## src/hw/dcr_defines.svh

```systemverilog
/*
  Constants for the decimating converter readout block.
  Assumes inclusion by bare name from any design file.
*/
`ifndef DCR_DEFINES_SVH
`define DCR_DEFINES_SVH

`define DCR_RES_W        24
`define DCR_CFG_W        8
`define DCR_FRAME_W      32
`define DCR_DIFF_W       14
`define DCR_CM_W         8
`define DCR_NL_W         22
`define DCR_CFG_DF4      8'h26
`define DCR_CFG_DF8      8'h36
`define DCR_CFG_DF16     8'h46
`define DCR_CFG_DF32     8'h56
`define DCR_CONV_NS      500
`define DCR_CLK_NS       10
`define DCR_CONV_CYC     ((`DCR_CONV_NS + `DCR_CLK_NS - 1) / `DCR_CLK_NS)
`define DCR_SETTLE_OUT   35

`endif

```

## src/hw/dcr_pkg.sv

```systemverilog
/*
  Types for the decimating converter readout block.
  Assumes dcr_defines.svh sits on the include path.
*/
`include "dcr_defines.svh"
package dcr_pkg;
  // Composite no-latency code: differential part then common mode
  typedef struct packed {
    logic [`DCR_DIFF_W-1:0] diff;
    logic [`DCR_CM_W-1:0]   cm;
  } dcr_nl_s;

  // One serial output pin with its enable
  typedef struct packed {
    logic data;
    logic oe;
  } dcr_pin_s;

  typedef enum logic [1:0] {
    DCR_IDLE,
    DCR_CONV
  } dcr_state_e;
endpackage : dcr_pkg

```

## src/hw/dcr_readout.sv

```systemverilog
/*
  Digital output side of a decimating converter: conversion timing, down-sampler
  with sync alignment, and two serial readout ports.
  Assumes the filter datapath supplies one filtered word and one composite code
  per conversion; serial clocks, read enables, master clock and sync arrive
  asynchronously and are synchronised here.
*/
`timescale 1ns/100ps
`default_nettype none
`include "dcr_defines.svh"

// Notes on behaviour
// - Result register refreshed once per DF conversions
// - Ready strobe high during every DF-th conversion
// - Result readable bit by bit across conversions
// - Updates at DF multiples counted from sync
// - In-phase sync leaves operation undisturbed
// - Out-of-phase sync realigns within one conversion
// - Phase-changing sync resets filter state
// - No-latency register loaded every conversion
// - Composite shifted diff MSB first, then CM
// - Config word follows result, 32-bit frame
// - Config word encodes active decimation factor
// - Enable low: result MSB after strobe falls
// - Enable falling edge presents result MSB
// - No-latency MSB after busy falls, on enable
// - Output settles within 35 output samples
// - Straps select DF 4, 8, 16, 32
// - Down-sampler keeps one in DF samples
module dcr_readout #(
  parameter int CONV_CYC = `DCR_CONV_CYC
) (
  input  wire logic                   clk,
  input  wire logic                   rst,
  input  wire logic                   master_clock,
  input  wire logic                   sync_in,
  input  wire logic                   decim_select_hi,
  input  wire logic                   decim_select_lo,
  input  wire logic [`DCR_RES_W-1:0]  filter_word,
  input  wire dcr_pkg::dcr_nl_s       nolatency_code,
  input  wire logic                   filtered_serial_clock,
  input  wire logic                   nolatency_serial_clock,
  input  wire logic                   filtered_read_enable_n,
  input  wire logic                   nolatency_read_enable_n,
  output logic                        busy,
  output logic                        filtered_ready_strobe,
  output logic                        filter_clear,
  output logic                        settled,
  output dcr_pkg::dcr_pin_s           filtered_serial_out,
  output dcr_pkg::dcr_pin_s           nolatency_serial_out
);
  import dcr_pkg::*;

  // ----------------------------------------------------------------
  // Input synchronisers
  // ----------------------------------------------------------------
  localparam int NS = 6;
  logic [NS-1:0] sy1_reg, sy2_reg, sy3_reg;
  logic [NS-1:0] sy_raw;
  assign sy_raw = {master_clock, sync_in, filtered_serial_clock,
                   nolatency_serial_clock, filtered_read_enable_n, nolatency_read_enable_n};

  // Two stages per pin, third stage only for edge detection
  // Enables reset to their idle high level: no false fall and no drive after reset
  always_ff @(posedge clk) begin
    if (rst) begin
      sy1_reg <= 6'h03;
      sy2_reg <= 6'h03;
      sy3_reg <= 6'h03;
    end else begin
      sy1_reg <= sy_raw;
      sy2_reg <= sy1_reg;
      sy3_reg <= sy2_reg;
    end
  end

  logic mclk_rise, sync_rise, sck_a_rise, sck_b_rise, ren_a_fall, ren_b_fall;
  logic ren_a_n, ren_b_n;
  assign mclk_rise  = sy2_reg[5] & ~sy3_reg[5];
  assign sync_rise  = sy2_reg[4] & ~sy3_reg[4];
  assign sck_a_rise = sy2_reg[3] & ~sy3_reg[3];
  assign sck_b_rise = sy2_reg[2] & ~sy3_reg[2];
  assign ren_a_n    = sy2_reg[1];
  assign ren_b_n    = sy2_reg[0];
  assign ren_a_fall = ~sy2_reg[1] & sy3_reg[1];
  assign ren_b_fall = ~sy2_reg[0] & sy3_reg[0];

  // ----------------------------------------------------------------
  // Decimation factor from straps
  // ----------------------------------------------------------------
  logic [5:0] df_val;
  logic [7:0] cfg_word;
  // Straps are static; read them directly rather than latching at reset
  always_comb begin
    unique case ({decim_select_hi, decim_select_lo})
      2'b00: begin df_val = 6'd4;  cfg_word = `DCR_CFG_DF4;  end
      2'b01: begin df_val = 6'd8;  cfg_word = `DCR_CFG_DF8;  end
      2'b10: begin df_val = 6'd16; cfg_word = `DCR_CFG_DF16; end
      2'b11: begin df_val = 6'd32; cfg_word = `DCR_CFG_DF32; end
    endcase
  end

  // ----------------------------------------------------------------
  // Conversion timing and down-sampler phase
  // ----------------------------------------------------------------
  dcr_state_e       st_reg, st_next;
  logic [15:0]      cyc_reg, cyc_next;
  logic [5:0]       ph_reg, ph_next;
  logic             drl_reg, drl_next;
  logic             clr_reg, clr_next;
  logic [`DCR_RES_W-1:0] res_reg, res_next;
  dcr_nl_s          nl_reg, nl_next;
  logic [5:0]       outs_reg, outs_next;
  logic             conv_done;

  assign conv_done = (st_reg == DCR_CONV) && (cyc_reg == 16'(CONV_CYC - 1));

  // Phase counts conversions; zero marks the DF-th conversion
  always_comb begin
    st_next   = st_reg;
    cyc_next  = cyc_reg;
    ph_next   = ph_reg;
    drl_next  = drl_reg;
    clr_next  = 1'b0;
    res_next  = res_reg;
    nl_next   = nl_reg;
    outs_next = outs_reg;
    if (sync_rise && ph_reg != 6'd0) begin
      ph_next  = 6'd0;
      clr_next = 1'b1;
      outs_next = 6'd0;
    end                                                 // in phase, nothing changes
    unique case (st_reg)
      DCR_IDLE: begin
        if (mclk_rise) begin
          st_next  = DCR_CONV;
          cyc_next = 16'd0;
          drl_next = (ph_next == 6'd0);
        end
      end
      DCR_CONV: begin
        cyc_next = cyc_reg + 16'd1;
        if (conv_done) begin
          st_next  = DCR_IDLE;
          drl_next = 1'b0;
          nl_next  = nolatency_code;
          if (ph_reg == 6'd0 && !clr_next) begin
            res_next = filter_word;
            if (outs_reg != 6'(`DCR_SETTLE_OUT))
              outs_next = outs_reg + 6'd1;
          end
          if (!clr_next)
            ph_next = (ph_reg == df_val - 6'd1) ? 6'd0 : ph_reg + 6'd1;
        end
      end
      default: st_next = DCR_IDLE;
    endcase
  end

  always_ff @(posedge clk) begin
    if (rst) begin
      st_reg   <= DCR_IDLE;
      cyc_reg  <= '0;
      ph_reg   <= '0;
      drl_reg  <= 1'b0;
      clr_reg  <= 1'b0;
      res_reg  <= '0;
      nl_reg   <= '0;
      outs_reg <= '0;
    end else begin
      st_reg   <= st_next;
      cyc_reg  <= cyc_next;
      ph_reg   <= ph_next;
      drl_reg  <= drl_next;
      clr_reg  <= clr_next;
      res_reg  <= res_next;
      nl_reg   <= nl_next;
      outs_reg <= outs_next;
    end
  end

  assign busy                  = (st_reg == DCR_CONV);
  assign filtered_ready_strobe = drl_reg;
  assign filter_clear          = clr_reg;
  assign settled               = (outs_reg == 6'(`DCR_SETTLE_OUT));

  // ----------------------------------------------------------------
  // Serial shifters
  // ----------------------------------------------------------------
  logic [`DCR_FRAME_W-1:0] sha_reg, sha_next;
  logic [`DCR_NL_W-1:0]    shb_reg, shb_next;
  logic                    load_a, load_b;

  // Reload the frame only on a new result or an enable fall so a partial read restarts at the MSB; a
  // distributed read keeps its position while its enable stays low, since only a new result then reloads
  assign load_a = (conv_done && ph_reg == 6'd0 && !clr_next) || ren_a_fall;
  assign load_b = conv_done || ren_b_fall;

  always_comb begin
    sha_next = sha_reg;
    shb_next = shb_reg;
    if (load_a)
      sha_next = {res_next, cfg_word};
    else if (sck_a_rise && !ren_a_n && !busy)
      sha_next = {sha_reg[`DCR_FRAME_W-2:0], 1'b0};
    if (load_b)
      shb_next = nl_next;
    else if (sck_b_rise && !ren_b_n && !busy)
      shb_next = {shb_reg[`DCR_NL_W-2:0], 1'b0};
  end

  always_ff @(posedge clk) begin
    if (rst) begin
      sha_reg <= '0;
      shb_reg <= '0;
    end else begin
      sha_reg <= sha_next;
      shb_reg <= shb_next;
    end
  end

  // Released while enable high so other converters can share the line
  assign filtered_serial_out.data  = sha_reg[`DCR_FRAME_W-1];
  assign filtered_serial_out.oe    = ~ren_a_n;
  assign nolatency_serial_out.data = shb_reg[`DCR_NL_W-1];
  assign nolatency_serial_out.oe   = ~ren_b_n;
endmodule : dcr_readout

`default_nettype wire

```

## config.mk

```make
export PLATFORM = sky130hd
export DESIGN_NAME = dcr_readout
export DESIGN_NICKNAME = d
export VERILOG_FILES = /design/src/hw/dcr_pkg.sv /design/src/hw/dcr_readout.sv
export VERILOG_INCLUDE_DIRS = /design/src /design/src/hw
export SDC_FILE = /design/constraint.sdc
export NUM_CORES = 1
export LEC_CHECK = 0
export BUFFER_PORTS_ARGS = -buffer_cell sky130_fd_sc_hd__buf_2
export CORE_MARGIN = 2
export CORE_UTILIZATION = 60
export CTS_CLUSTER_DIAMETER = 200
export CTS_CLUSTER_SIZE = 24
export DETAILED_ROUTE_END_ITERATION = 8
export PLACE_DENSITY = 0.78
export SLEW_MARGIN = 25
export SYNTH_ARGS = -nofsm -noshare
export SYNTH_HDL_FRONTEND = slang
export SYNTH_SLANG_ARGS = --single-unit
```

## constraint.sdc

```tcl
create_clock -name clk -period 4.8 [get_ports clk]
set_input_delay 0.48 -clock clk [delete_from_list [all_inputs] [get_ports clk]]
set_output_delay 0.48 -clock clk [all_outputs]
set_load 0.01 [all_outputs]
```

==> results.json, run 1 <==
{
  "outcome": "complete, no violations",
  "rr_worst_depth": 6,
  "rr_startpoint": "st_reg[0]$_SDFFE_PP0P_",
  "whs_path_depth": 2,
  "final-hold-violation-count": 0,
  "crit_slowest_cell": "or3_1",
  "post-route-util_pct": 71.0,
  "clk_latency_ns": 0.52,
  "final_common_cell": "dfxtp_1",
  "via_per_inst": 5.86,
  "n_antenna_cell": 0,
  "pwr-share-clk_pct": 49.7,
  "tns_ns": 0,
  "crit_path_cell_trace": "nor4b_2 > and4_2 > buf_4 > or3_1 > o211ai_1 > a21oi_1",
  "swShare_pct": 20.8,
  "htree_num_levels": 4,
  "synth_cell_types": 45,
  "synth_edf_count": 0,
  "drive_gt1_share_pct": 16.9,
  "synthFlopType": "dfxtp_1",
  "syn_to_final_growth_pct": 15.2,
  "r2r-end": "shb_reg[21]$_SDFFE_PP0P_",
  "yosysSeqAreaShare_pct": 46.6,
  "drt_wl_total_um": 13900,
  "clock_sinks": 148,
  "drtIter0Drc": 340,
  "post-place-ws_ns": 1.98,
  "numCtsBuffers": 17,
  "start_util_pct": 61.6,
  "num_vias": 5371,
  "cts_hold_buf": 0,
  "placed_area_um2": 6730,
  "fin_crit_sh_pct": 59.8,
  "ios": 64,
  "core_um2": 10300,
  "total_power_mw": 2.71,
  "avgSynthCellArea_um2": 8.69,
  "drt_pass1_iterations": 5,
  "fillers": 790,
  "finalMaxSlewViolations": 0,
  "powerDensity_nw_per_um2": 370,
  "tightest_slew_ns": 0.789,
  "hpwl_um": 8480,
  "final-setup-viol-count": 0,
  "die_area_um2": 11400,
  "synth_area_um2": 6360,
  "grt_setup_unrepaired": "false",
  "holdWs_ns": 0.143,
  "largest_reg_flops": 31,
  "root_buffer": "clkbuf_8",
  "worstPathRequired_ns": 5.23,
  "drv_cap": 0,
  "fmax_mhz": 348,
  "clk_path_buf_depth": 2,
  "post-route-min-period_ns": 2.87,
  "synth_cells": 732,
  "cts_resized": 0,
  "cts_tree": "built",
  "synth_warnings": 0,
  "combPwrFrac_pct": 4.3,
  "cts_setup_buffers": 0,
  "antenna_found_initial": 0,
  "gp_congestion": 0.789,
  "hold_end": "sy1_reg[1]$_SDFF_PP1_",
  "ys_ff_latch": 148,
  "grt_pass1_vias": 5237,
  "die_w_um": 107,
  "p_int_mw": 2.15,
  "crit_type": "flop to flop",
  "cp_max_fo": 56,
  "grt_max_degree": 75,
  "finalNetCount": 830,
  "place_inst": 886,
  "finClkSkew_ns": 0.0101,
  "vdd_ir_drop_max_mv": 0.310,
  "fin_area_um2": 7330,
  "drc": 0,
  "p_leak_nw": 2.71,
  "reg2reg_slack_ns": 1.93,
  "async_flop_share_pct": 0,
  "finalWorstSetupSlack_ns": 1.93,
  "postRouteAntennaNets": 0,
  "end_kind": "flop",
  "grt_pass1_wl_um": 23400,
  "core.rowCount": 37,
  "p_sw_uw": 564,
  "port_buffers": 63,
  "syn_nets": 793,
  "wire_per_inst_um": 15.2,
  "relSlewSlack_pct": 46.9,
  "cp.arrival_ns": 3.30,
  "finalNonFillerCells": 917,
  "worstHoldStart": "filtered_read_enable_n",
  "grtUsageTotal_pct": 25.1,
  "hold_class": "input pin to flop",
  "max_stage_delay_ns": 0.71,
  "power_frac_seq_pct": 46.0,
  "cp-start-kind": "flop",
  "final_cell_mix": "dfxtp_1, nand2_1, a21oi_1, buf_2, mux2i_1",
  "die_h_um": 107,
  "overflow": 0,
  "path_clk_slew_ns": 0.06
}
[how the worst max path moves through the flow]
stage,from,endpoint,slack [ns],cells past startpoint
detailed placement,st_reg[0]$_SDFFE_PP0P_,shb_reg[14]$_SDFFE_PP0P_,1.98,6
global route,cyc_reg[0]$_SDFFE_PP0P_,shb_reg[9]$_SDFFE_PP0P_,1.75,7
floorplan,cyc_reg[1]$_SDFFE_PP0P_,sha_reg[11]$_SDFFE_PP0P_,2.91,9
finish,st_reg[0]$_SDFFE_PP0P_,shb_reg[21]$_SDFFE_PP0P_,1.93,6
global placement,st_reg[0]$_SDFFE_PP0P_,shb_reg[20]$_SDFFE_PP0P_,2.09,6
CTS,st_reg[0]$_SDFFE_PP0P_,shb_reg[21]$_SDFFE_PP0P_,1.96,6
[kinds of logic after synthesis]
group | share of synthesized area [%]
mux | 9.58
simple gates | 21.8
compound gates | 16.1
xor+xnor | 0.413
buf+inv | 4.60
flops | 46.6
fa+ha+maj | 0.983
[power by group through the flow]
stage	Combinational (mW)	Sequential, mW	Clock [mW]
final	0.117	1.25	1.35
after global routing	0.127	1.25	1.42
after CTS	0.117	1.25	1.37
after detailed placement	0.116	1.28	0
after global placement	0.113	1.27	0
after floorplan	0.0731	1.27	0
[metal layers]
layer,global-route usage (%),vias up,routed length (µm)
met5,0,-,0
met4,9.00,0,198
met3,6.08,17,672
met2,44.1,147,6950
met1,29.9,2562,6110
li1,-,2645,-
[Yosys cell counts (2+ instances only)]
master / number / share of area (%)
dfxtp_1: 148 / 47
nand2_1: 131 / 7.7
a21oi_1: 82 / 6.5
mux2i_1: 53 / 8.3
nand3_1: 39 / 3.1
clkbuf_1: 27 / 1.6
o21ai_0: 27 / 2.1
nor2_1: 25 / 1.5
a22o_1: 24 / 3.3
buf_2: 24 / 1.9
o211ai_1: 22 / 2.6
nor2b_1: 18 / 1.8
or3_1: 11 / 1.1
inv_1: 10 / 0.59
nor4_1: 8 / 0.79
or2_2: 8 / 0.79
mux2_2: 7 / 1.2
nand4_1: 6 / 0.59
nor3_1: 6 / 0.47
a31oi_1: 5 / 0.49
ha_1: 5 / 0.98
nand2b_1: 5 / 0.49
a211oi_1: 4 / 0.47
buf_1: 3 / 0.18
buf_4: 3 / 0.35
nand3b_1: 3 / 0.35
nor3b_1: 3 / 0.35
and3_1: 2 / 0.20
and4_1: 2 / 0.28
nand2_2: 2 / 0.20
nor4_4: 2 / 0.67
nor4b_1: 2 / 0.28
nor4b_2: 2 / 0.47
xnor2_1: 2 / 0.28
[worst max-delay path, delay by kind of cell, from the launching register on]
| family | cells | cell delay [ns] |
|---|---|---|
| and+or+nand+nor | 3 | 1.29 |
| DFF | 1 | 0.53 |
| buffers and inverters | 1 | 0.53 |
| AOI/OAI and AO/OA | 2 | 0.41 |
[final cells by class]
cell class | instances | area (µm²) | area share, %
clock buffer | 21 | 449 | 6.13
clock inverter | 10 | 155 | 2.12
inverter | 10 | 37.5 | 0.512
multi-input combinational | 517 | 3130 | 42.7
sequential | 148 | 2960 | 40.4
tap | 136 | 170 | 2.32
timing repair buffer | 75 | 428 | 5.84
No activity file was read; power rests on OpenSTA's default activity.
==> run 2: changes to the inputs <==
- CORE_UTILIZATION: 60 -> 59
- PLACE_DENSITY: 0.78 -> 0.77
- clock period: 4.8 -> 3 ns (I/O delays scaled with it)
==> run 2 against run 1 <==
Global-route usage rose by 0.70 points. Highest routed layer unchanged. Worst setup slack worse by 1.3 ns. Core utilization grew 1.0 points. Wire length grew 0.53%. Largest cell class unchanged. Combinational power rose by 72%. Clock-buffer cell count fell by 1. Critical path depth up 1.
==> results.json, run 2 (synthesis results as in run 1) <==
{
  "outcome": "complete, no violations",
  "vdd_ir_drop_max_mv": 0.502,
  "die_w_um": 108,
  "final-setup-viol-count": 0,
  "p_sw_uw": 942,
  "path_clk_slew_ns": 0.06,
  "port_buffers": 63,
  "end_kind": "flop",
  "use_met2_pct": 44.6,
  "wire_per_inst_um": 15.0,
  "drt_wl_total_um": 14000,
  "clk_latency_ns": 0.53,
  "post-route-min-period_ns": 2.38,
  "via_per_inst": 5.72,
  "hold_class": "input pin to flop",
  "gp_congestion": 0.806,
  "clk_path_buf_depth": 2,
  "hpwl_um": 8570,
  "use_met1_pct": 30.9,
  "drt_pass1_iterations": 7,
  "crit_type": "flop to flop",
  "largest_reg_flops": 31,
  "combPwrFrac_pct": 4.6,
  "reg2reg_slack_ns": 0.62,
  "grt_pass1_vias": 5336,
  "drive_gt1_share_pct": 17.3,
  "antenna_found_initial": 0,
  "worstPathRequired_ns": 3.47,
  "tightest_slew_ns": 0.795,
  "ios": 64,
  "total_power_mw": 4.40,
  "drv_cap": 0,
  "power_frac_seq_pct": 45.4,
  "grtUsageTotal_pct": 25.8,
  "clock_sinks": 148,
  "postRouteAntennaNets": 0,
  "grt_max_degree": 78,
  "htree_num_levels": 4,
  "grt_setup_unrepaired": "false",
  "grt_pass1_wl_um": 24000,
  "die_area_um2": 11600,
  "final_cell_mix": "dfxtp_1, nand2_1, a21oi_1, buf_2, mux2i_1",
  "cp_max_fo": 25,
  "p_int_mw": 3.46,
  "cp-start-kind": "flop",
  "core.rowCount": 37,
  "final-hold-violation-count": 0,
  "final_common_cell": "dfxtp_1",
  "num_vias": 5354,
  "cts_tree": "built",
  "pwr-share-clk_pct": 50.1,
  "p_leak_nw": 2.79,
  "swShare_pct": 21.4,
  "drtIter0Drc": 365,
  "root_buffer": "clkbuf_8",
  "finalMaxSlewViolations": 0,
  "powerDensity_nw_per_um2": 587,
  "drc": 0,
  "relSlewSlack_pct": 47.0,
  "numCtsBuffers": 17,
  "fin_crit_sh_pct": 79.3,
  "syn_to_final_growth_pct": 17.9,
  "start_util_pct": 61.1,
  "overflow": 0,
  "die_h_um": 108,
  "grt.busiest_layer": "met2",
  "finClkSkew_ns": 0.00940,
  "use_met3_pct": 6.54,
  "cp.arrival_ns": 2.85,
  "finalNetCount": 848,
  "n_antenna_cell": 0,
  "fmax_mhz": 420,
  "core_um2": 10400,
  "tns_ns": 0
}
[run 2: final timing paths]
check	startpoint	end	cells past startpoint
setup / recovery	st_reg[0]$_SDFFE_PP0P_	sha_reg[11]$_SDFFE_PP0P_	7
hold / removal	nolatency_code[17]	nl_reg[17]$_SDFF_PP0_	3
setup reg to reg	st_reg[0]$_SDFFE_PP0P_	sha_reg[11]$_SDFFE_PP0P_	7
hold reg to reg	sy1_reg[1]$_SDFF_PP1_	sy2_reg[1]$_SDFF_PP1_	1
[run 2: repair_timing]
| item | 4_1_cts | 5_1_grt |
|---|---|---|
| hold buffers | 14 | 0 |
| gates resized for setup | 0 | 0 |
| endpoints found under the hold margin | 14 | 0 |
| endpoints found under the setup margin | 0 | 0 |
| setup buffers | 0 | 0 |
[run 2: routing by layer]
metal / vias up / share of wire (%)
met3: 24 / 5.2
met1: 2492 / 44
met4: 0 / 1.8
met5: - / 0
met2: 158 / 49
li1: 2680 / -
[run 2: worst max-delay path, cell delays in order (launching register included)]
cell	delay, ns
dfxtp_1	0.52
nor4b_2	0.29
and4_2	0.57
nand2_2	0.08
buf_4	0.23
a21oi_2	0.14
buf_4	0.29
a22o_1	0.18
[run 2: final cells by class]
type | count | area, µm²
fillers | 798 | 2910
repair buffers | 93 | 578
inverters | 10 | 37.5
clock buffers | 20 | 445
flip-flops and latches | 148 | 2960
well taps | 136 | 170
clock inverters | 12 | 179
multi-input cells | 517 | 3130
[run 2: metrics by stage]
| step | util, % | setup WS [ns] | hold WS (ns) | cell area [µm²] | std cells |
|---|---|---|---|---|---|
| detailed placement | 64.7 | 0.658 | 0.400 | 6740 | 890 |
| global route | 72.0 | 0.431 | 0.0125 | 7500 | 936 |
| floorplan | - | 1.11 | 0.389 | 6360 | 732 |
| global placement | 64.7 | 0.719 | 0.394 | 6740 | 890 |
| finish | 72.0 | 0.620 | 0.0219 | 7500 | 936 |
| CTS | 72.0 | 0.622 | 0.000157 | 7500 | 936 |
[run 2: power by group through the flow]
stage	Clock [mW]	Combinational (mW)	Sequential, mW
floorplan	0	0.117	2.03
global placement	0	0.182	2.04
detailed placement	0	0.185	2.04
CTS	2.24	0.200	2.00
global route	2.33	0.219	2.00
finish	2.21	0.201	2.00
==> run 3: changes to the inputs <==
- clock period: 3 -> 2.3 ns (I/O delays scaled with it)
==> run 3 against run 2 <==
Core utilization grew 3.6 points. Cell count grew 4.0%. Global-route usage grew 0.55 points. Sequential cell count is the same. Non-clock buffer count grew 39. Highest routed layer unchanged. Register-to-register slack lost 0.52 ns.
==> results.json, run 3 (synthesis results as in run 1) <==
{
  "fmax_mhz": 454,
  "drv_cap": 0,
  "clk_latency_ns": 0.51,
  "final-hold-violation-count": 0,
  "hold_end": "res_reg[2]$_SDFF_PP0_",
  "r2r-end": "outs_reg[3]$_SDFF_PP0_",
  "hpwl_um": 8980,
  "worstPathRequired_ns": 2.73,
  "start_util_pct": 61.1,
  "relSlewSlack_pct": 56.9,
  "grtUsageTotal_pct": 26.4,
  "clock_sinks": 148,
  "multiInputGateArea_um2": 3140,
  "finalWorstSetupSlack_ns": 0.0985,
  "gp_congestion": 0.811,
  "grt_pass1_vias": 5335,
  "powerDensity_nw_per_um2": 708,
  "total_power_mw": 5.57,
  "wl_met2_um": 7490,
  "vdd_ir_drop_max_mv": 0.863,
  "p_leak_nw": 2.96,
  "cts_tree": "built",
  "drt_pass1_iterations": 6,
  "fin_crit_sh_pct": 95.7,
  "grt_pass1_wl_um": 24700,
  "port_buffers": 63,
  "wire_per_inst_um": 15.4,
  "overflow": 0,
  "drc": 0,
  "end_kind": "flop",
  "finalMaxSlewViolations": 0,
  "top_layer": "met4",
  "postRouteAntennaNets": 0,
  "n_antenna_cell": 0,
  "seq_area_um2": 2960,
  "outcome": "complete, no violations",
  "cp.arrival_ns": 2.63,
  "via_per_inst": 5.79,
  "clk_path_buf_depth": 2,
  "core_um2": 10400,
  "final_cell_mix": "dfxtp_1, nand2_1, a21oi_1, buf_2, mux2i_1",
  "wl_met3_um": 747,
  "fillers": 704,
  "die_w_um": 108,
  "cp-start-kind": "flop",
  "cp_max_fo": 6,
  "tightest_slew_ns": 0.641,
  "num_vias": 5631,
  "worstHoldStart": "filter_word[2]",
  "core.rowCount": 37,
  "finClkSkew_ns": 0.00874,
  "largest_reg_flops": 31,
  "post-route-min-period_ns": 2.20,
  "reg2reg_slack_ns": 0.1,
  "post-place-ws_ns": 0.0916,
  "drt_wl_total_um": 15000,
  "crit_type": "flop to flop",
  "path_clk_slew_ns": 0.06,
  "grt_max_degree": 51,
  "numCtsBuffers": 17,
  "rr_worst_depth": 7,
  "whs_path_depth": 3,
  "die_area_um2": 11600,
  "root_buffer": "clkbuf_8",
  "final_common_cell": "dfxtp_1",
  "finalNetCount": 887,
  "antenna_found_initial": 0,
  "met1_length_um": 6480,
  "ios": 64,
  "htree_num_levels": 4,
  "final-setup-viol-count": 0,
  "tns_ns": 0,
  "hold_class": "input pin to flop",
  "drive_gt1_share_pct": 17.1,
  "drtIter0Drc": 439,
  "rr_startpoint": "cyc_reg[1]$_SDFFE_PP0P_",
  "die_h_um": 108,
  "syn_to_final_growth_pct": 23.8
}
## run 3: cell count changes in the layout (fill, tap and decap cells not counted), moves of 2 or more
cell / delta
dlygate4sd3_1: +34
buf_6: +3
clkinv_2: +3
clkinv_4: -2
bufinv_16: -2
clkbuf_8: +2
buf_12: +2
clkinvlp_4: -3
## run 3: per-stage QoR
step	area [µm²]	hold slack [ns]	std cells	utilization [%]
floorplan	6360	0.334	732	-
global placement	6790	0.393	894	65.2
detailed placement	6790	0.402	894	65.2
CTS	7850	0.00247	972	75.3
global route	7870	0.0130	973	75.6
finish	7870	0.0241	973	75.6
## run 3: worst max-delay path, cell delays in order, from the launching register on
cell     delay, ns
dfxtp_1       0.34
inv_1         0.07
ha_1          0.15
nor4b_4       0.21
nand4_1       0.30
or3_1         0.50
or3_1         0.37
a31oi_1       0.16
## run 3: worst max-delay path by stage
stage                                     to  depth (start not counted)  slack [ns]               startpoint
detailed placement  sha_reg[10]$_SDFFE_PP0P_                          8        0.09  cyc_reg[0]$_SDFFE_PP0P_
finish                outs_reg[3]$_SDFF_PP0_                          7         0.1  cyc_reg[1]$_SDFFE_PP0P_
floorplan           sha_reg[11]$_SDFFE_PP0P_                          9        0.41  cyc_reg[1]$_SDFFE_PP0P_
global route            ph_reg[5]$_SDFF_PP0_                          8       -0.03  cyc_reg[1]$_SDFFE_PP0P_
CTS                 sha_reg[10]$_SDFFE_PP0P_                          8        0.05  cyc_reg[0]$_SDFFE_PP0P_
global placement    shb_reg[12]$_SDFFE_PP0P_                          9        0.24  cyc_reg[1]$_SDFFE_PP0P_
## run 3: what timing repair did
| item | CTS | global route |
|---|---|---|
| setup endpoints to repair | 0 | 50 |
| hold buffers | 48 | 0 |
| endpoints found under the hold margin | 48 | 0 |
| setup buffers | 0 | 1 |
| gates resized for setup | 0 | 5 |
## run 3: metal layers
metal,vias up,GRT usage [%]
met5,-,0
met3,26,5.15
met2,186,45.6
met1,2652,32.6
li1,2767,-
met4,0,9.71
## run 3: layout make-up
class                   count  area share [%]
repair buffers            132            12.6
flip-flops and latches    148            37.6
well taps                 136            2.16
inverters                  10           0.477
clock buffers              21            5.96
clock inverters             9            1.30
multi-input cells         517            39.9
## run 3: power breakdown
group          internal [mW]  switching (mW)
logic                  0.155           0.167
registers               2.59          0.0165
clock network           1.64            1.00
total                   4.38            1.19
